--- config.mk ---
export PLATFORM = sky130hd
export DESIGN_NAME = latched_config_snapshot_regs
export DESIGN_NICKNAME = d
export VERILOG_FILES = /design/src/design/snapshot_pkg.sv /design/src/design/latched_config_snapshot_regs.sv
export SDC_FILE = /design/constraint.sdc
export NUM_CORES = 1
export LEC_CHECK = 0
export BUFFER_PORTS_ARGS = -buffer_cell sky130_fd_sc_hd__buf_2
export CORE_MARGIN = 2
export CORE_UTILIZATION = 40
export CTS_CLUSTER_DIAMETER = 40
export DETAILED_ROUTE_END_ITERATION = 8
export SKIP_CTS_REPAIR_TIMING = 1
export SLEW_MARGIN = 10
export SYNTH_ARGS = -nofsm -noshare
export SYNTH_HDL_FRONTEND = slang
export SYNTH_SLANG_ARGS = --single-unit
--- constraint.sdc ---
create_clock -name clk_i -period 2.55 [get_ports clk_i]
set_clock_uncertainty 0.05 [all_clocks]
set_input_delay 0.51 -clock clk_i [delete_from_list [all_inputs] [get_ports clk_i]]
set_output_delay 0.51 -clock clk_i [all_outputs]
set_load 0.01 [all_outputs]
--- src/design/snapshot_pkg.sv ---
package snapshot_pkg;
  // word addresses: printed offsets are not multiples of four
  localparam logic [7:0] ACTIVE_CTRL_IDX = 8'h21;
  localparam logic [7:0] ACTIVE_RANGE_IDX = 8'h22;
  localparam logic [7:0] LAT_CTRL_IDX = 8'h23;
  localparam logic [7:0] LAT_RANGE_IDX = 8'h24;
  localparam logic [7:0] PROG_CTRL_IDX = 8'h30;
  localparam logic [7:0] PROG_RANGE_IDX = 8'h31;
  localparam logic [7:0] CMD_IDX = 8'h32;
  localparam logic [7:0] STATUS_IDX = 8'h33;
  // command register bits
  localparam int CMD_UPDATE_BIT = 0;
  localparam int CMD_SKIP_INH_BIT = 1;
  // status register bits
  localparam int ST_VALID_BIT = 0;
  localparam int ST_SEEN_BIT = 1;
  localparam int ST_FORCE_SLOW_BIT = 2;
  localparam int ST_SLEEP_BIT = 3;
  localparam int ST_RESV_BIT = 4;
  localparam int ST_SKIP_BIT = 5;
  // control field positions
  localparam int MODE_LSB = 12;
  localparam int PIN2_LSB = 10;
  localparam int PIN1_LSB = 8;
  localparam int CHOFF_LSB = 4;
  localparam logic [15:0] CTRL_IMPL_MASK = 16'hfff0;
  // reset values
  localparam logic [15:0] CTRL_RESET_4CH = 16'h0700;
  localparam logic [15:0] CTRL_RESET_3CH = 16'h0710;
  localparam logic [15:0] CTRL_RESET_2CH = 16'h0730;
  localparam logic [15:0] CTRL_RESET_1CH = 16'h0770;
  localparam logic [15:0] RANGE_RESET = 16'h0000;
  localparam logic [2:0] NUM_CHANNELS = 3'h4;
  // sampling mode codes
  localparam logic [3:0] MODE_ACC_MAX = 4'h3;
  localparam logic [3:0] MODE_CONT_MAX = 4'h7;
  localparam logic [3:0] MODE_SINGLE = 4'h8;
  localparam logic [3:0] MODE_SINGLE8 = 4'h9;
  localparam logic [3:0] MODE_FAST = 4'ha;
  localparam logic [3:0] MODE_BURST = 4'hb;
  localparam logic [3:0] MODE_SLEEP = 4'hf;
  localparam logic [3:0] MODE_RESV_MIN = 4'hc;
  // pin function codes
  localparam logic [1:0] PIN_ALERT = 2'h0;
  localparam logic [1:0] PIN_GPIN = 2'h1;
  localparam logic [1:0] PIN_GPOUT = 2'h2;
  localparam logic [1:0] PIN_SLOW = 2'h3;
  // range codes
  localparam logic [1:0] RANGE_RESV = 2'h3;
  // validity delay
  localparam int CLK_HZ = 10_000_000;
  localparam int VALID_DELAY_US = 1000;
  localparam int VALID_CYCLES = (CLK_HZ / 1_000_000) * VALID_DELAY_US;
  typedef enum logic [1:0] {ST_NONE, ST_WAIT, ST_VALID} valid_state_t;
  typedef enum logic [2:0] {
    SM_ACCUM, SM_CONT, SM_SINGLE, SM_SINGLE8, SM_FAST, SM_BURST,
    SM_RESV, SM_SLEEP
  } sample_mode_t;
endpackage

--- src/design/latched_config_snapshot_regs.sv ---
// Decided for this implementation: register access over Wishbone.
`timescale 1ns/1ns
module latched_config_snapshot_regs
  import snapshot_pkg::*;
#(
  parameter int VALID_WAIT = VALID_CYCLES
)(
  input wire logic clk_i,
  input wire logic rst_i,
  input wire logic cyc_i,
  input wire logic stb_i,
  input wire logic we_i,
  input wire logic [9:0] adr_i,
  input wire logic [3:0] sel_i,
  input wire logic [31:0] dat_i,
  input wire logic pin1_i,
  input wire logic pin2_i,
  output logic [31:0] dat_o,
  output logic ack_o,
  output logic err_o,
  output logic snapshot_valid_o,
  output logic force_slow_o,
  output logic [3:0] chan_active_o,
  output logic [2:0] sample_mode_o,
  output logic skip_inhibit_o
);

  logic [15:0] prog_ctrl_q, prog_ctrl_d;
  logic [15:0] prog_range_q, prog_range_d;
  logic [15:0] act_ctrl_q, act_ctrl_d;
  logic [15:0] act_range_q, act_range_d;
  logic [15:0] lat_ctrl_q, lat_ctrl_d;
  logic [15:0] lat_range_q, lat_range_d;
  logic skip_inh_q, skip_inh_d;
  logic seen_q, seen_d;
  valid_state_t vst_q, vst_d;
  logic [19:0] vcnt_q, vcnt_d;
  logic valid_q, valid_d;
  logic [31:0] dat_q, dat_d;
  logic ack_q, ack_d;
  logic err_q, err_d;
  logic slow_q, slow_d;
  logic [3:0] chact_q, chact_d;
  sample_mode_t mode_q, mode_d;
  logic [1:0] p1_meta_q, p1_sync_q;
  logic [15:0] ctrl_reset;
  logic req;
  logic [7:0] idx;
  logic upd;
  logic sel_lo;

  // reset default follows how many channels the part carries
  always_comb
  begin
    unique case (NUM_CHANNELS)
      3'h1: ctrl_reset = CTRL_RESET_1CH;
      3'h2: ctrl_reset = CTRL_RESET_2CH;
      3'h3: ctrl_reset = CTRL_RESET_3CH;
      default: ctrl_reset = CTRL_RESET_4CH;
    endcase
  end

  // pins are asynchronous: two flops before any logic
  always_ff @(posedge clk_i)
  begin
    if (rst_i)
    begin
      p1_meta_q <= 2'h0;
      p1_sync_q <= 2'h0;
    end
    else
    begin
      p1_meta_q <= {pin2_i, pin1_i};
      p1_sync_q <= p1_meta_q;
    end
  end

  // new request only when no answer is out, so each access acks once
  assign req = cyc_i & stb_i & ~ack_q & ~err_q;
  assign idx = adr_i[9:2];
  assign sel_lo = sel_i[0] & sel_i[1];
  assign upd = req & we_i & (idx == CMD_IDX) & sel_i[0]
    & dat_i[CMD_UPDATE_BIT];

  // register file and update-command transfer
  always_comb
  begin
    prog_ctrl_d = prog_ctrl_q;
    prog_range_d = prog_range_q;
    act_ctrl_d = act_ctrl_q;
    act_range_d = act_range_q;
    lat_ctrl_d = lat_ctrl_q;
    lat_range_d = lat_range_q;
    skip_inh_d = skip_inh_q;
    seen_d = seen_q;
    if (req & we_i & sel_lo)
    begin
      // snapshot and active indices are not writable here
      if (idx == PROG_CTRL_IDX)
        prog_ctrl_d = dat_i[15:0] & CTRL_IMPL_MASK;
      if (idx == PROG_RANGE_IDX)
        prog_range_d = dat_i[15:0];
    end
    if (req & we_i & sel_i[0] & (idx == CMD_IDX))
      skip_inh_d = dat_i[CMD_SKIP_INH_BIT];
    if (upd)
    begin
      lat_ctrl_d = act_ctrl_q;
      lat_range_d = act_range_q;
      act_ctrl_d = prog_ctrl_q;
      act_range_d = prog_range_q;
      seen_d = 1'b1;
    end
  end

  always_ff @(posedge clk_i)
  begin
    if (rst_i)
    begin
      prog_ctrl_q <= CTRL_RESET_4CH;
      prog_range_q <= RANGE_RESET;
      act_ctrl_q <= CTRL_RESET_4CH;
      act_range_q <= RANGE_RESET;
      lat_ctrl_q <= CTRL_RESET_4CH;
      lat_range_q <= RANGE_RESET;
      skip_inh_q <= 1'b0;
      seen_q <= 1'b0;
    end
    else if (!seen_q && !upd && lat_ctrl_q != ctrl_reset)
    begin
      // load channel-count default once after release
      prog_ctrl_q <= ctrl_reset;
      act_ctrl_q <= ctrl_reset;
      lat_ctrl_q <= ctrl_reset;
      prog_range_q <= prog_range_d;
      skip_inh_q <= skip_inh_d;
    end
    else
    begin
      prog_ctrl_q <= prog_ctrl_d;
      prog_range_q <= prog_range_d;
      act_ctrl_q <= act_ctrl_d;
      act_range_q <= act_range_d;
      lat_ctrl_q <= lat_ctrl_d;
      lat_range_q <= lat_range_d;
      skip_inh_q <= skip_inh_d;
      seen_q <= seen_d;
    end
  end

  // validity timer: snapshot trusted 1 ms after each update
  always_comb
  begin
    vst_d = vst_q;
    vcnt_d = vcnt_q;
    unique case (vst_q)
      ST_NONE:
      begin
        if (upd)
        begin
          vst_d = ST_WAIT;
          vcnt_d = 20'(VALID_WAIT - 1);
        end
      end
      ST_WAIT:
      begin
        if (upd)
          vcnt_d = 20'(VALID_WAIT - 1); // restart on repeat update
        else if (vcnt_q == 20'h0)
          vst_d = ST_VALID;
        else
          vcnt_d = vcnt_q - 20'h1;
      end
      ST_VALID:
      begin
        if (upd)
        begin
          vst_d = ST_WAIT;
          vcnt_d = 20'(VALID_WAIT - 1);
        end
      end
    endcase
    // flag registered from the next state, so it keeps the state's timing
    valid_d = (vst_d == ST_VALID);
  end

  always_ff @(posedge clk_i)
  begin
    if (rst_i)
    begin
      vst_q <= ST_NONE;
      vcnt_q <= 20'h0;
      valid_q <= 1'b0;
    end
    else
    begin
      vst_q <= vst_d;
      vcnt_q <= vcnt_d;
      valid_q <= valid_d;
    end
  end

  // decode of the active settings into conversion controls
  always_comb
  begin
    logic [3:0] m;
    logic [1:0] f1;
    logic [1:0] f2;
    m = act_ctrl_q[MODE_LSB +: 4];
    f1 = act_ctrl_q[PIN1_LSB +: 2];
    f2 = act_ctrl_q[PIN2_LSB +: 2];
    // one mode only, by construction of the encoding
    if (m <= MODE_ACC_MAX)
      mode_d = SM_ACCUM;
    else if (m <= MODE_CONT_MAX)
      mode_d = SM_CONT;
    else if (m == MODE_SINGLE)
      mode_d = SM_SINGLE;
    else if (m == MODE_SINGLE8)
      mode_d = SM_SINGLE8;
    else if (m == MODE_FAST)
      mode_d = SM_FAST;
    else if (m == MODE_BURST)
      mode_d = SM_BURST;
    else if (m == MODE_SLEEP)
      mode_d = SM_SLEEP;
    else
      mode_d = SM_RESV;
    // either pin as rate-reduction input, driven high
    slow_d = ((f1 == PIN_SLOW) & p1_sync_q[0])
      | ((f2 == PIN_SLOW) & p1_sync_q[1]);
    chact_d = ~act_ctrl_q[CHOFF_LSB +: 4];
  end

  always_ff @(posedge clk_i)
  begin
    if (rst_i)
    begin
      mode_q <= SM_ACCUM;
      slow_q <= 1'b0;
      chact_q <= 4'hf;
    end
    else
    begin
      mode_q <= mode_d;
      slow_q <= slow_d;
      chact_q <= chact_d;
    end
  end

  // wishbone answer: ack one cycle after the request is seen
  always_comb
  begin
    dat_d = 32'h0;
    ack_d = 1'b0;
    err_d = 1'b0;
    if (req)
    begin
      ack_d = 1'b1;
      unique case (idx)
        ACTIVE_CTRL_IDX: dat_d = {16'h0, act_ctrl_q};
        ACTIVE_RANGE_IDX: dat_d = {16'h0, act_range_q};
        LAT_CTRL_IDX: dat_d = {16'h0, lat_ctrl_q & CTRL_IMPL_MASK};
        LAT_RANGE_IDX: dat_d = {16'h0, lat_range_q};
        PROG_CTRL_IDX: dat_d = {16'h0, prog_ctrl_q};
        PROG_RANGE_IDX: dat_d = {16'h0, prog_range_q};
        CMD_IDX: dat_d = {30'h0, skip_inh_q, 1'b0};
        STATUS_IDX:
        begin
          dat_d[ST_VALID_BIT] = (vst_q == ST_VALID);
          dat_d[ST_SEEN_BIT] = seen_q;
          dat_d[ST_FORCE_SLOW_BIT] = slow_q;
          dat_d[ST_SLEEP_BIT] = (mode_q == SM_SLEEP);
          dat_d[ST_RESV_BIT] = (mode_q == SM_RESV);
          dat_d[ST_SKIP_BIT] = ~skip_inh_q;
        end
        default:
        begin
          ack_d = 1'b0;
          err_d = 1'b1; // unmapped address
        end
      endcase
    end
  end

  always_ff @(posedge clk_i)
  begin
    if (rst_i)
    begin
      dat_q <= 32'h0;
      ack_q <= 1'b0;
      err_q <= 1'b0;
    end
    else
    begin
      dat_q <= dat_d;
      ack_q <= ack_d;
      err_q <= err_d;
    end
  end

  assign dat_o = dat_q;
  assign ack_o = ack_q;
  assign err_o = err_q;
  assign force_slow_o = slow_q;
  assign chan_active_o = chact_q;
  assign sample_mode_o = mode_q;
  // snapshot trusted only after first update and its settle time
  assign snapshot_valid_o = valid_q;
  assign skip_inhibit_o = skip_inh_q;

endmodule // latched_config_snapshot_regs

==> results.md, run 1 <==
* Share of cells above drive strength 1 at 19.1%
* # rows at 44
* Initial core utilization at 40.4%
* Final core utilization at 48.6%
* First-pass GRT wire length at 25500 um
* Most common flop cell mapped by yosys: dfxtp_1
* Required @ worst endpoint at 2.79 ns
* Fin area at 6980 sq um
* Die height at 124 um
* Worst path arrival time at 2.68 ns
* Area delta synth->final at 20.3%
* Fin. Hold Viols at 0
* Most frequent cells in the layout: 175 x nand2_1, 139 x dfxtp_1, 93 x a21oi_1, 60 x buf_2, 37 x nor2_1
* Max-cap viol count at 0
* Core Region at 14400 sq um
* Design Power at 0.00469 W
* Largest net degree at the start of global routing at 61
* Clock slew at reported path FFs at 0.06 ns
* Routed vias at 5241
* Clock insertion delay at the later pin of the skew report at 0.42 ns
* CTS H-Tree Depth at 4
* Mapped Cells at 696
* Lkg Pwr at 2.54 nW
* Clk buf depth at 2
* DRC at 0
* CTS root buf: clkbuf_16
* Most common library cell in the layout ignoring fill and taps: nand2_1
* RSZ-0062 raised after global routing: yes
* Synth async-reset ratio at 0%
* Setup violations, final at 0
* DRT iter0 DRCs at 523
* Setup crit start kind: register
* Tot GR Track Use at 20.5%
* Top-level I/O count at 97
* Relative slew slack at 56.2%
* Power per cell area at 672 nW/um^2
* Syn avg cell area at 8.33 sq um
* IO buf count at 60
* Total routed wirelength at 15900 um
* Fin crit period at 2.43 ns
* CP max FO at 6
* Setup TNS at 0 ns
* Fmax at 0.411 GHz
* Status: completed
* Vias in the first global route at 4968
* EDFF count, synth at 0
* Synthesized area at 5800 sq um
* GP Congestion at 0.818
* Area of the multi-input gates at 2760 sq um
* Synth top area share at 48.0%
* Total gr overflow at 0
* Final period util at 95.5%
* Seq/Total Area, Yosys at 48.0%
* Post-DR vias/cell at 5.48
* Crit Path Category: register to register
* Dpl cell area at 6400 sq um
* CTS tree: yes
* DP Wirelength at 10600 um
* Antenna violations before repair at 0
* Setup slack, reg-to-reg at 0.12 ns
* Sequential cell area at 2780 sq um
* Yosys warning total at 0
* Slew Viols, Final at 0
* Fill cell count at 1370
* Clock sink count at 139
* Seq cells post-synth at 139
* Worst Hold Class: input pin to register
* Max VDD drop at 0.000432 V
* DR WL/cell at 16.6 um
* Inserted Clock Buffers at 17
* Synth cell types at 57
* Nets at 814
* CP Capture Type: register
* DRT antenna net count at 0
* Total iterations of the first detailed-routing run at 6
* Synth top area cells: dfxtp_1 48%, nand2_1 11%, a21oi_1 8.0%
* Ant diodes at 0
* Die area at 15500 sq um
* Worst-margin pin slew at 0.657 ns
* Chip width at 124 um
* Area leader, netlist: dfxtp_1
==> sequential cells by signal, indices dropped and copies added (netlist names), 2 cells and up <==
| signal | count |
|---|---|
| act_ctrl_q | 12 |
| prog_range_q | 16 |
| p1_meta_q | 2 |
| chan_active_o | 4 |
| lat_range_q | 16 |
| sample_mode_o | 3 |
| prog_ctrl_q | 12 |
| dat_o | 16 |
| vcnt_q | 20 |
| lat_ctrl_q | 12 |
| vst_q | 2 |
| p1_sync_q | 2 |
| act_range_q | 16 |
==> final cells by class <==
cell class                      instances  area share [%]
Timing Repair Buffer                   94            8.68
Multi-Input combinational cell        501            39.6
Sequential cell                       139            39.9
Inverter                                7           0.377
Clock buffer                           20            6.55
Clock inverter                         12            1.61
Tap cell                              184            3.30
==> Yosys cell counts, drive strengths merged (8+ instances only) <==
| master | instances |
|---|---|
| a22o | 10 |
| dfxtp | 139 |
| buf | 29 |
| xnor2 | 8 |
| nand2 | 175 |
| a222oi | 13 |
| nand3 | 16 |
| clkbuf | 35 |
| a21oi | 93 |
| nor2 | 37 |
| nor4 | 8 |
| mux2i | 12 |
==> power by group <==
| group | internal, W | total (W) | switching (W) |
|---|---|---|---|
| clock network | 0.00140 | 0.00236 | 0.000956 |
| logic | 0.0000485 | 0.000157 | 0.000108 |
| registers | 0.00218 | 0.00218 | 0.00000136 |
| total | 0.00362 | 0.00469 | 0.00107 |
==> kinds of logic after synthesis <==
family | after synthesis | share of synthesized area [%]
flip-flops | 139 | 48.0
multiplexers | 19 | 3.43
buffers and inverters | 71 | 5.89
other | 1 | 0.0647
AO/OA/AOI/OAI | 160 | 17.3
adder cells (fa/ha/maj) | 1 | 0.216
AND/OR/NAND/NOR | 293 | 23.3
XOR/XNOR | 12 | 1.81
==> worst max-delay path: stages (launching register included) <==
cell	delay [ns]
dfxtp_1	0.35
or4_4	0.59
or4_1	0.57
o211ai_1	0.36
buf_4	0.19
xor2_1	0.15
nor2_1	0.06
==> per-stage QoR <==
stage	hold slack [ns]	cells	worst slack, ns
floorplan	0.332	711	0.153
global placement	0.356	925	0.146
detailed placement	0.361	925	0.137
CTS	0.263	957	0.125
global route	0.274	957	-0.00718
finish	0.277	957	0.116
==> metal layers <==
| layer | part of all wire (%) | track usage, % | up-vias |
|---|---|---|---|
| li1 | - | - | 2531 |
| met2 | 48 | 34.0 | 174 |
| met1 | 44 | 26.0 | 2515 |
| met4 | 1.9 | 7.47 | 0 |
| met3 | 5.7 | 5.07 | 21 |
| met5 | 0 | 0 | - |
==> path summary, 6_finish.rpt <==
check                                                    to                       start  depth (start not counted)
worst max-delay path                 vcnt_q[7]$_SDFFE_PP0P_      vcnt_q[2]$_SDFFE_PP0P_                          6
worst min-delay path                p1_meta_q[0]$_SDFF_PP0_                      pin1_i                          2
worst max register to register       vcnt_q[7]$_SDFFE_PP0P_      vcnt_q[2]$_SDFFE_PP0P_                          6
worst min register to register  chan_active_o[3]$_SDFF_PP1_  act_ctrl_q[7]$_SDFFE_PP0P_                          1
Note: power is estimated with default switching activity, not from simulation.
==> run 2: changes to the inputs <==
--- a/config.mk
+++ b/config.mk
@@ -5,7 +5,10 @@
 export SDC_FILE = /design/constraint.sdc
 export NUM_CORES = 1
 export LEC_CHECK = 0
+export ABC_AREA = 1
 export BUFFER_PORTS_ARGS = -buffer_cell sky130_fd_sc_hd__buf_2
+export CAP_MARGIN = 15
+export CORE_ASPECT_RATIO = 2
 export CORE_MARGIN = 2
 export CORE_UTILIZATION = 40
 export CTS_CLUSTER_DIAMETER = 40
==> results.md, run 2 <==
* Status: completed (unchanged)
* Die area at 16600 sq um (was 15500 sq um)
* CP Capture Type: register (unchanged)
* Syn avg cell area at 6.87 sq um (was 8.33 sq um)
* DR WL/cell at 14.5 um (was 16.6 um)
* Yosys warning total at 0 (unchanged)
* Power per cell area at 649 nW/um^2 (was 672 nW/um^2)
* Reg2reg end: vcnt_q[17]$_SDFFE_PP0P_ (was vcnt_q[7]$_SDFFE_PP0P_)
* Slowest-stage cell, CP: dfxtp_1 (was or4_4)
* Routed vias at 5667 (was 5241)
* Pint at 0.00374 W (was 0.00362 W)
* Share of cells above drive strength 1 at 13.6% (was 19.1%)
* Setup crit start kind: register (unchanged)
* Synth top area share at 44.7% (was 48.0%)
* Lkg Pwr at 3.24 nW (was 2.54 nW)
* Area leader, netlist: dfxtp_1 (unchanged)
* Crit path cell chain: nor2_1 -> nand2_1 -> nor2_1 -> nand2_1 -> nor2_2 -> nand3_4 -> nand2_4 -> nand2_1 -> nand2_1 -> nor2_1 (was or4_4 -> or4_1 -> o211ai_1 -> buf_4 -> xor2_1 -> nor2_1)
* Most common library cell in the layout ignoring fill and taps: nand2_1 (unchanged)
* Worst r2r src: vcnt_q[10]$_SDFFE_PP0P_ (was vcnt_q[2]$_SDFFE_PP0P_)
* Most frequent cells in the layout: 206 x nand2_1, 144 x nor2_1, 139 x dfxtp_1, 91 x inv_1, 77 x o21ai_0 (was 175 x nand2_1, 139 x dfxtp_1, 93 x a21oi_1, 60 x buf_2, 37 x nor2_1)
* Max-cap viol count at 0 (unchanged)
* Required @ worst endpoint at 2.82 ns (was 2.79 ns)
* Worst path arrival time at 2.31 ns (was 2.68 ns)
* RSZ-0062 raised after global routing: no (was yes)
* Setup violations, final at 0 (unchanged)
* First-pass GRT wire length at 27700 um (was 25500 um)
* Fin area at 7280 sq um (was 6980 sq um)
* Ant diodes at 0 (unchanged)
* Worst Hold Path Cells at 3 (was 2)
* Final period util at 80.1% (was 95.5%)
* GP Congestion at 0.907 (was 0.818)
* Reg with most FFs: vcnt_q (unchanged)
* Mapped Cells at 907 (was 696)
* Top-level I/O count at 97 (unchanged)
* # rows at 64 (was 44)
* Setup slack, reg-to-reg at 0.51 ns (was 0.12 ns)
* CP dominant cell by count: nand2_1
* Synth cell types at 35 (was 57)
* Max reg flops at 20 (unchanged)
* Worst Hold Class: input pin to register (unchanged)
* Total iterations of the first detailed-routing run at 4 (was 6)
* Setup WS post-layout at 0.507 ns (was 0.116 ns)
* Synth async-reset ratio at 0% (unchanged)
* Synth top area cells: dfxtp_1 45%, nand2_1 12%, nor2_1 8.7% (was dfxtp_1 48%, nand2_1 11%, a21oi_1 8.0%)
* Dpl cell area at 6700 sq um (was 6400 sq um)
* Pre-CTS setup slack at 0.187 ns (was 0.137 ns)
* Most common flop cell mapped by yosys: dfxtp_1 (unchanged)
* CTS tree: yes (unchanged)
* DRC at 0 (unchanged)
* Synth top cells by count: 206 x nand2_1, 145 x nor2_1, 139 x dfxtp_1 (was 175 x nand2_1, 139 x dfxtp_1, 93 x a21oi_1)
* Final core utilization at 47.6% (was 48.6%)
* Hold Path End: p1_meta_q[0]$_SDFF_PP0_ (unchanged)
* Fin. Hold Viols at 0 (unchanged)
* Fin crit period at 2.04 ns (was 2.43 ns)
* Clock slew at reported path FFs at 0.06 ns (about the same)
* DRT iter0 DRCs at 297 (was 523)
* Critical Path Start: vcnt_q[10]$_SDFFE_PP0P_ (was vcnt_q[2]$_SDFFE_PP0P_)
* R2R depth at 10 (was 6)
* Switching power share of the total at 20.7% (was 22.7%)
* Post-DR vias/cell at 4.82 (was 5.48)
* Top-count cell post-synth: nand2_1 (unchanged)
* Combinational power share at 2.8% (was 3.3%)
* Total routed wirelength at 17100 um (was 15900 um)
* Nets at 1021 (was 814)
* Antenna violations before repair at 0 (unchanged)
* CTS H-Tree Depth at 4 (unchanged)
* Seq/Total Area, Yosys at 44.7% (was 48.0%)
* Largest net degree at the start of global routing at 53 (was 61)
* Relative slew slack at 61.1% (was 56.2%)
* Seq cells post-synth at 139 (unchanged)
* Clock power frac at 51.1% (was 50.2%)
* Clock sink count at 139 (unchanged)
* Area delta synth->final at 16.8% (was 20.3%)
* Setup TNS at 0 ns (unchanged)
* Design Power at 0.00472 W (was 0.00469 W)
* Reg power frac at 46.2% (was 46.4%)
* CP max FO at 23 (was 6)
* IO buf count at 60 (unchanged)
* Chip width at 92.2 um (was 124 um)
* CTS root buf: clkbuf_16 (unchanged)
* Tot GR Track Use at 21.6% (was 20.5%)
* Slew Viols, Final at 0 (unchanged)
* Die height at 180 um (was 124 um)
* Total gr overflow at 0 (unchanged)
* Inserted Clock Buffers at 17 (unchanged)
* Initial core utilization at 40.7% (was 40.4%)
* EDFF count, synth at 0 (unchanged)
* DRT antenna net count at 0 (unchanged)
* Core Region at 15300 sq um (was 14400 sq um)
* Fill cell count at 1627 (was 1370)
* Clk buf depth at 2 (unchanged)
* Clock insertion delay at the later pin of the skew report at 0.42 ns (about the same)
* Net Sw Power at 0.000979 W (was 0.00107 W)
* DP Wirelength at 12400 um (was 10600 um)
* Fmax at 0.490 GHz (was 0.411 GHz)
* Synthesized area at 6230 sq um (was 5800 sq um)
* Max VDD drop at 0.000379 V (was 0.000432 V)
* Largest stage delay, worst path at 0.35 ns (was 0.59 ns)
* Crit Path Category: register to register (unchanged)
* Worst-margin pin slew at 0.583 ns (was 0.657 ns)
* Vias in the first global route at 5492 (was 4968)
* Hold_sp: pin1_i (unchanged)
## run 2: changes by cell type in the layout (fill, tap and decap cells not counted), sizes merged, moves of 10 or more
cell and change:
nand3 +39, a22o -10, a222oi -13, nand2 +35, mux2i -12, a21oi -22, nor2 +113, o21ai +76
inv +87, buf -10
## run 2: cells by family (layout without fill, tap and decap cells)
group	after synthesis	in the layout	synth area share, %
other	1	16	0.0602
adders and majority gates	1	1	0.201
xor gates and xnor gates	3	3	0.422
DFF	139	139	44.7
and+or+nand+nor	449	449	30.3
buffers and inverters	155	211	11.3
AOI/OAI and AO/OA	159	159	13.0
## run 2: worst max path at each step
stage | to | slack, ns | cells past startpoint
final | vcnt_q[17]$_SDFFE_PP0P_ | 0.51 | 10
after global routing | vcnt_q[19]$_SDFFE_PP0P_ | 0.25 | 10
after CTS | lat_ctrl_q[12]$_SDFFE_PP0P_ | 0.48 | 8
after detailed placement | vcnt_q[18]$_SDFFE_PP0P_ | 0.19 | 10
after global placement | vcnt_q[17]$_SDFFE_PP0P_ | 0.22 | 9
after floorplan | prog_ctrl_q[8]$_SDFFE_PP1P_ | 0.74 | 9
## run 2: metal layers
| layer | track usage [%] | vias to the layer above | wire, um | share of wire, % |
|---|---|---|---|---|
| met2 | 41.1 | 107 | 9440 | 55 |
| met5 | 0 | - | 0 | 0 |
| met1 | 21.8 | 2576 | 6520 | 38 |
| met3 | 4.56 | 35 | 527 | 3.1 |
| li1 | - | 2949 | - | - |
| met4 | 9.79 | 0 | 626 | 3.7 |
## run 2: layout make-up
type	instances	area [sq um]	area share, %
clock inverters	7	90.1	1.24
inverters	97	364	5.00
well taps	198	248	3.40
repair buffers	84	505	6.95
multi-input cells	628	2800	38.5
flip-flops and latches	139	2780	38.2
clock buffers	23	488	6.70
## run 2: critical path: cells and delay by family, from the launching register on
family / cells / cell delay, ns
flops: 1 / 0.35
simple gates: 10 / 1.54
## run 2: power groups by stage
stage / sequential (W) / combinational [W] / clock (W)
after floorplan: 0.00223 / 0.0000890 / 0
after global placement: 0.00223 / 0.000131 / 0
after detailed placement: 0.00223 / 0.000132 / 0
after CTS: 0.00218 / 0.000132 / 0.00245
after global routing: 0.00218 / 0.000146 / 0.00256
final: 0.00218 / 0.000131 / 0.00241
## run 2: per-stage QoR
step / hold slack, ns / std cells
detailed placement: 0.346 / 1146
CTS: 0.231 / 1176
floorplan: 0.338 / 922
global route: 0.248 / 1176
global placement: 0.344 / 1146
finish: 0.238 / 1176
==> run 3: changes to the inputs <==
==> constraint.sdc (replaced) <==
create_clock -name clk_i -period 2 [get_ports clk_i]
set_clock_uncertainty 0.05 [all_clocks]
set_input_delay 0.4 -clock clk_i [delete_from_list [all_inputs] [get_ports clk_i]]
set_output_delay 0.4 -clock clk_i [all_outputs]
set_load 0.01 [all_outputs]
==> results.md, run 3 (synthesis results as in run 2) <==
* Hold_sp: pin1_i (unchanged)
* IO buf count at 60 (unchanged)
* Setup slack, reg-to-reg at 0.13 ns (was 0.51 ns)
* Most common library cell in the layout ignoring fill and taps: nand2_1 (unchanged)
* Chip width at 92.2 um (unchanged)
* Total iterations of the first detailed-routing run at 5 (was 4)
* Final period util at 93.5% (was 80.1%)
* CP Capture Type: register (unchanged)
* Setup crit start kind: register (unchanged)
* Initial core utilization at 40.7% (unchanged)
* CTS root buf: clkbuf_16 (unchanged)
* Post-DR vias/cell at 4.93 (was 4.82)
* First-pass GRT wire length at 28600 um (was 27700 um)
* CP dominant cell by count: nand2_1 (unchanged)
* Slowest-stage cell, CP: or2_0 (was dfxtp_1)
* Fill cell count at 1634 (was 1627)
* CTS H-Tree Depth at 4 (unchanged)
* Routed vias at 5920 (was 5667)
* Lkg Pwr at 3.36 nW (was 3.24 nW)
* Most frequent cells in the layout: 206 x nand2_1, 143 x nor2_1, 139 x dfxtp_1, 91 x inv_1, 77 x o21ai_0 (was 206 x nand2_1, 144 x nor2_1, 139 x dfxtp_1, 91 x inv_1, 77 x o21ai_0)
* DRC at 0 (unchanged)
* Worst path arrival time at 2.13 ns (was 2.31 ns)
* CP max FO at 6 (was 23)
* Setup TNS at 0 ns (unchanged)
* Top-level I/O count at 97 (unchanged)
* Worst Hold Path Cells at 3 (unchanged)
* Crit Path Category: register to register (unchanged)
* Crit path cell chain: nor2_1 -> nand2_1 -> nor2_2 -> nand2_1 -> or2_0 -> nand2_1 -> o21ai_0 -> or2_1 (was nor2_1 -> nand2_1 -> nor2_1 -> nand2_1 -> nor2_2 -> nand3_4 -> nand2_4 -> nand2_1 -> nand2_1 -> nor2_1)
* Design Power at 0.00591 W (was 0.00472 W)
* Max VDD drop at 0.000603 V (was 0.000379 V)
* Total gr overflow at 0 (unchanged)
* Hold Path End: p1_meta_q[0]$_SDFF_PP0_ (unchanged)
* Slew Viols, Final at 0 (unchanged)
* Sequential cell area at 2780 sq um (unchanged)
* Die height at 180 um (unchanged)
* Area of the multi-input gates at 2810 sq um (was 2800 sq um)
* Share of cells above drive strength 1 at 16.0% (was 13.6%)
* Area delta synth->final at 20.7% (was 16.8%)
* Reg with most FFs: vcnt_q (unchanged)
* DRT iter0 DRCs at 321 (was 297)
* DP Wirelength at 12900 um (was 12400 um)
* Clock slew at reported path FFs at 0.06 ns (about the same)
* RSZ-0062 raised after global routing: no (unchanged)
* Required @ worst endpoint at 2.26 ns (was 2.82 ns)
* CTS tree: yes (unchanged)
* Largest net degree at the start of global routing at 53 (unchanged)
* Ant diodes at 0 (unchanged)
* Clock sink count at 139 (unchanged)
* Inserted Clock Buffers at 17 (unchanged)
* Status: completed (unchanged)
* # rows at 64 (unchanged)
* DR WL/cell at 14.8 um (was 14.5 um)
* Die area at 16600 sq um (unchanged)
* DRT antenna net count at 0 (unchanged)
* Reg2reg end: prog_ctrl_q[9]$_SDFFE_PP1P_ (was vcnt_q[17]$_SDFFE_PP0P_)
* Clock insertion delay at the later pin of the skew report at 0.43 ns (was 0.42 ns)
* Antenna violations before repair at 0 (unchanged)
* Max reg flops at 20 (unchanged)
* Fmax at 0.535 GHz (was 0.490 GHz)
* Setup violations, final at 0 (unchanged)
* GP Congestion at 0.932 (was 0.907)
* Tot GR Track Use at 22.3% (was 21.6%)
* R2R depth at 8 (was 10)
* Total routed wirelength at 17800 um (was 17100 um)
* Largest stage delay, worst path at 0.40 ns (was 0.35 ns)
* Max-cap viol count at 0 (unchanged)
* Worst r2r src: ack_o$_SDFF_PP0_ (was vcnt_q[10]$_SDFFE_PP0P_)
* Fin crit period at 1.87 ns (was 2.04 ns)
* Worst Hold Class: input pin to register (unchanged)
* Nets at 1045 (was 1021)
* Clk buf depth at 2 (unchanged)
* Vias in the first global route at 5709 (was 5492)
* Fin. Hold Viols at 0 (unchanged)
* Power per cell area at 786 nW/um^2 (was 649 nW/um^2)
* Core Region at 15300 sq um (unchanged)
## run 3: cell count changes in the layout (fill, tap and decap cells not counted), sizes merged
| cell | previous run | this run |
|---|---|---|
| buf | 84 | 108 |
| clkbuf | 23 | 18 |
| clkinv | 4 | 9 |
| clkinvlp | 2 | 4 |
| bufinv | 2 | 1 |
| inv | 96 | 97 |
## run 3: worst max path at each step
| stage | start | endpoint | slack [ns] | cells past startpoint |
|---|---|---|---|---|
| after CTS | ack_o$_SDFF_PP0_ | lat_ctrl_q[14]$_SDFFE_PP0P_ | 0.04 | 9 |
| final | ack_o$_SDFF_PP0_ | prog_ctrl_q[9]$_SDFFE_PP1P_ | 0.13 | 8 |
| after detailed placement | adr_i[9] | prog_ctrl_q[9]$_SDFFE_PP1P_ | -0.06 | 10 |
| after global placement | adr_i[9] | lat_ctrl_q[10]$_SDFFE_PP1P_ | -0.03 | 9 |
| after global routing | ack_o$_SDFF_PP0_ | prog_ctrl_q[8]$_SDFFE_PP1P_ | 0.03 | 8 |
| after floorplan | adr_i[9] | prog_ctrl_q[8]$_SDFFE_PP1P_ | 0.30 | 9 |
## run 3: layout make-up
| cell class | count | share of cell area [%] |
|---|---|---|
| clock buffer | 18 | 5.71 |
| clock inverter | 14 | 1.65 |
| inverter | 97 | 4.86 |
| multi-input combinational | 628 | 37.4 |
| sequential | 139 | 37.0 |
| tap | 198 | 3.30 |
| timing repair buffer | 108 | 10.1 |
## run 3: worst max-delay path: cells and delay by family, from the launching register on
kind	cells	cell delay, ns
AND/OR/NAND/NOR	7	1.28
flip-flops	1	0.33
AO/OA/AOI/OAI	1	0.08
## run 3: power breakdown
group | leakage (nW) | switching, W | internal (W)
clock | 0.262 | 0.00124 | 0.00171
sequential | 1.12 | 0.00000286 | 0.00277
combinational | 1.98 | 0.000119 | 0.0000602
total | 3.36 | 0.00137 | 0.00454
## run 3: per-stage QoR
| step | hold slack [ns] | cell area, sq um | instances | utilization [%] | setup WS [ns] |
|---|---|---|---|---|---|
| floorplan | 0.338 | 6290 | 922 | - | 0.302 |
| global placement | 0.342 | 6960 | 1170 | 45.5 | -0.0344 |
| detailed placement | 0.349 | 6960 | 1170 | 45.5 | -0.0619 |
| CTS | 0.122 | 7510 | 1202 | 49.1 | 0.0392 |
| global route | 0.130 | 7520 | 1202 | 49.1 | 0.0264 |
| finish | 0.128 | 7520 | 1202 | 49.1 | 0.131 |
## run 3: metal layers
metal  track usage (%)  part of all wire [%]
met5                 0                     0
met4              11.5                   3.8
met3              3.47                   3.8
met2              42.1                    55
met1              22.9                    37
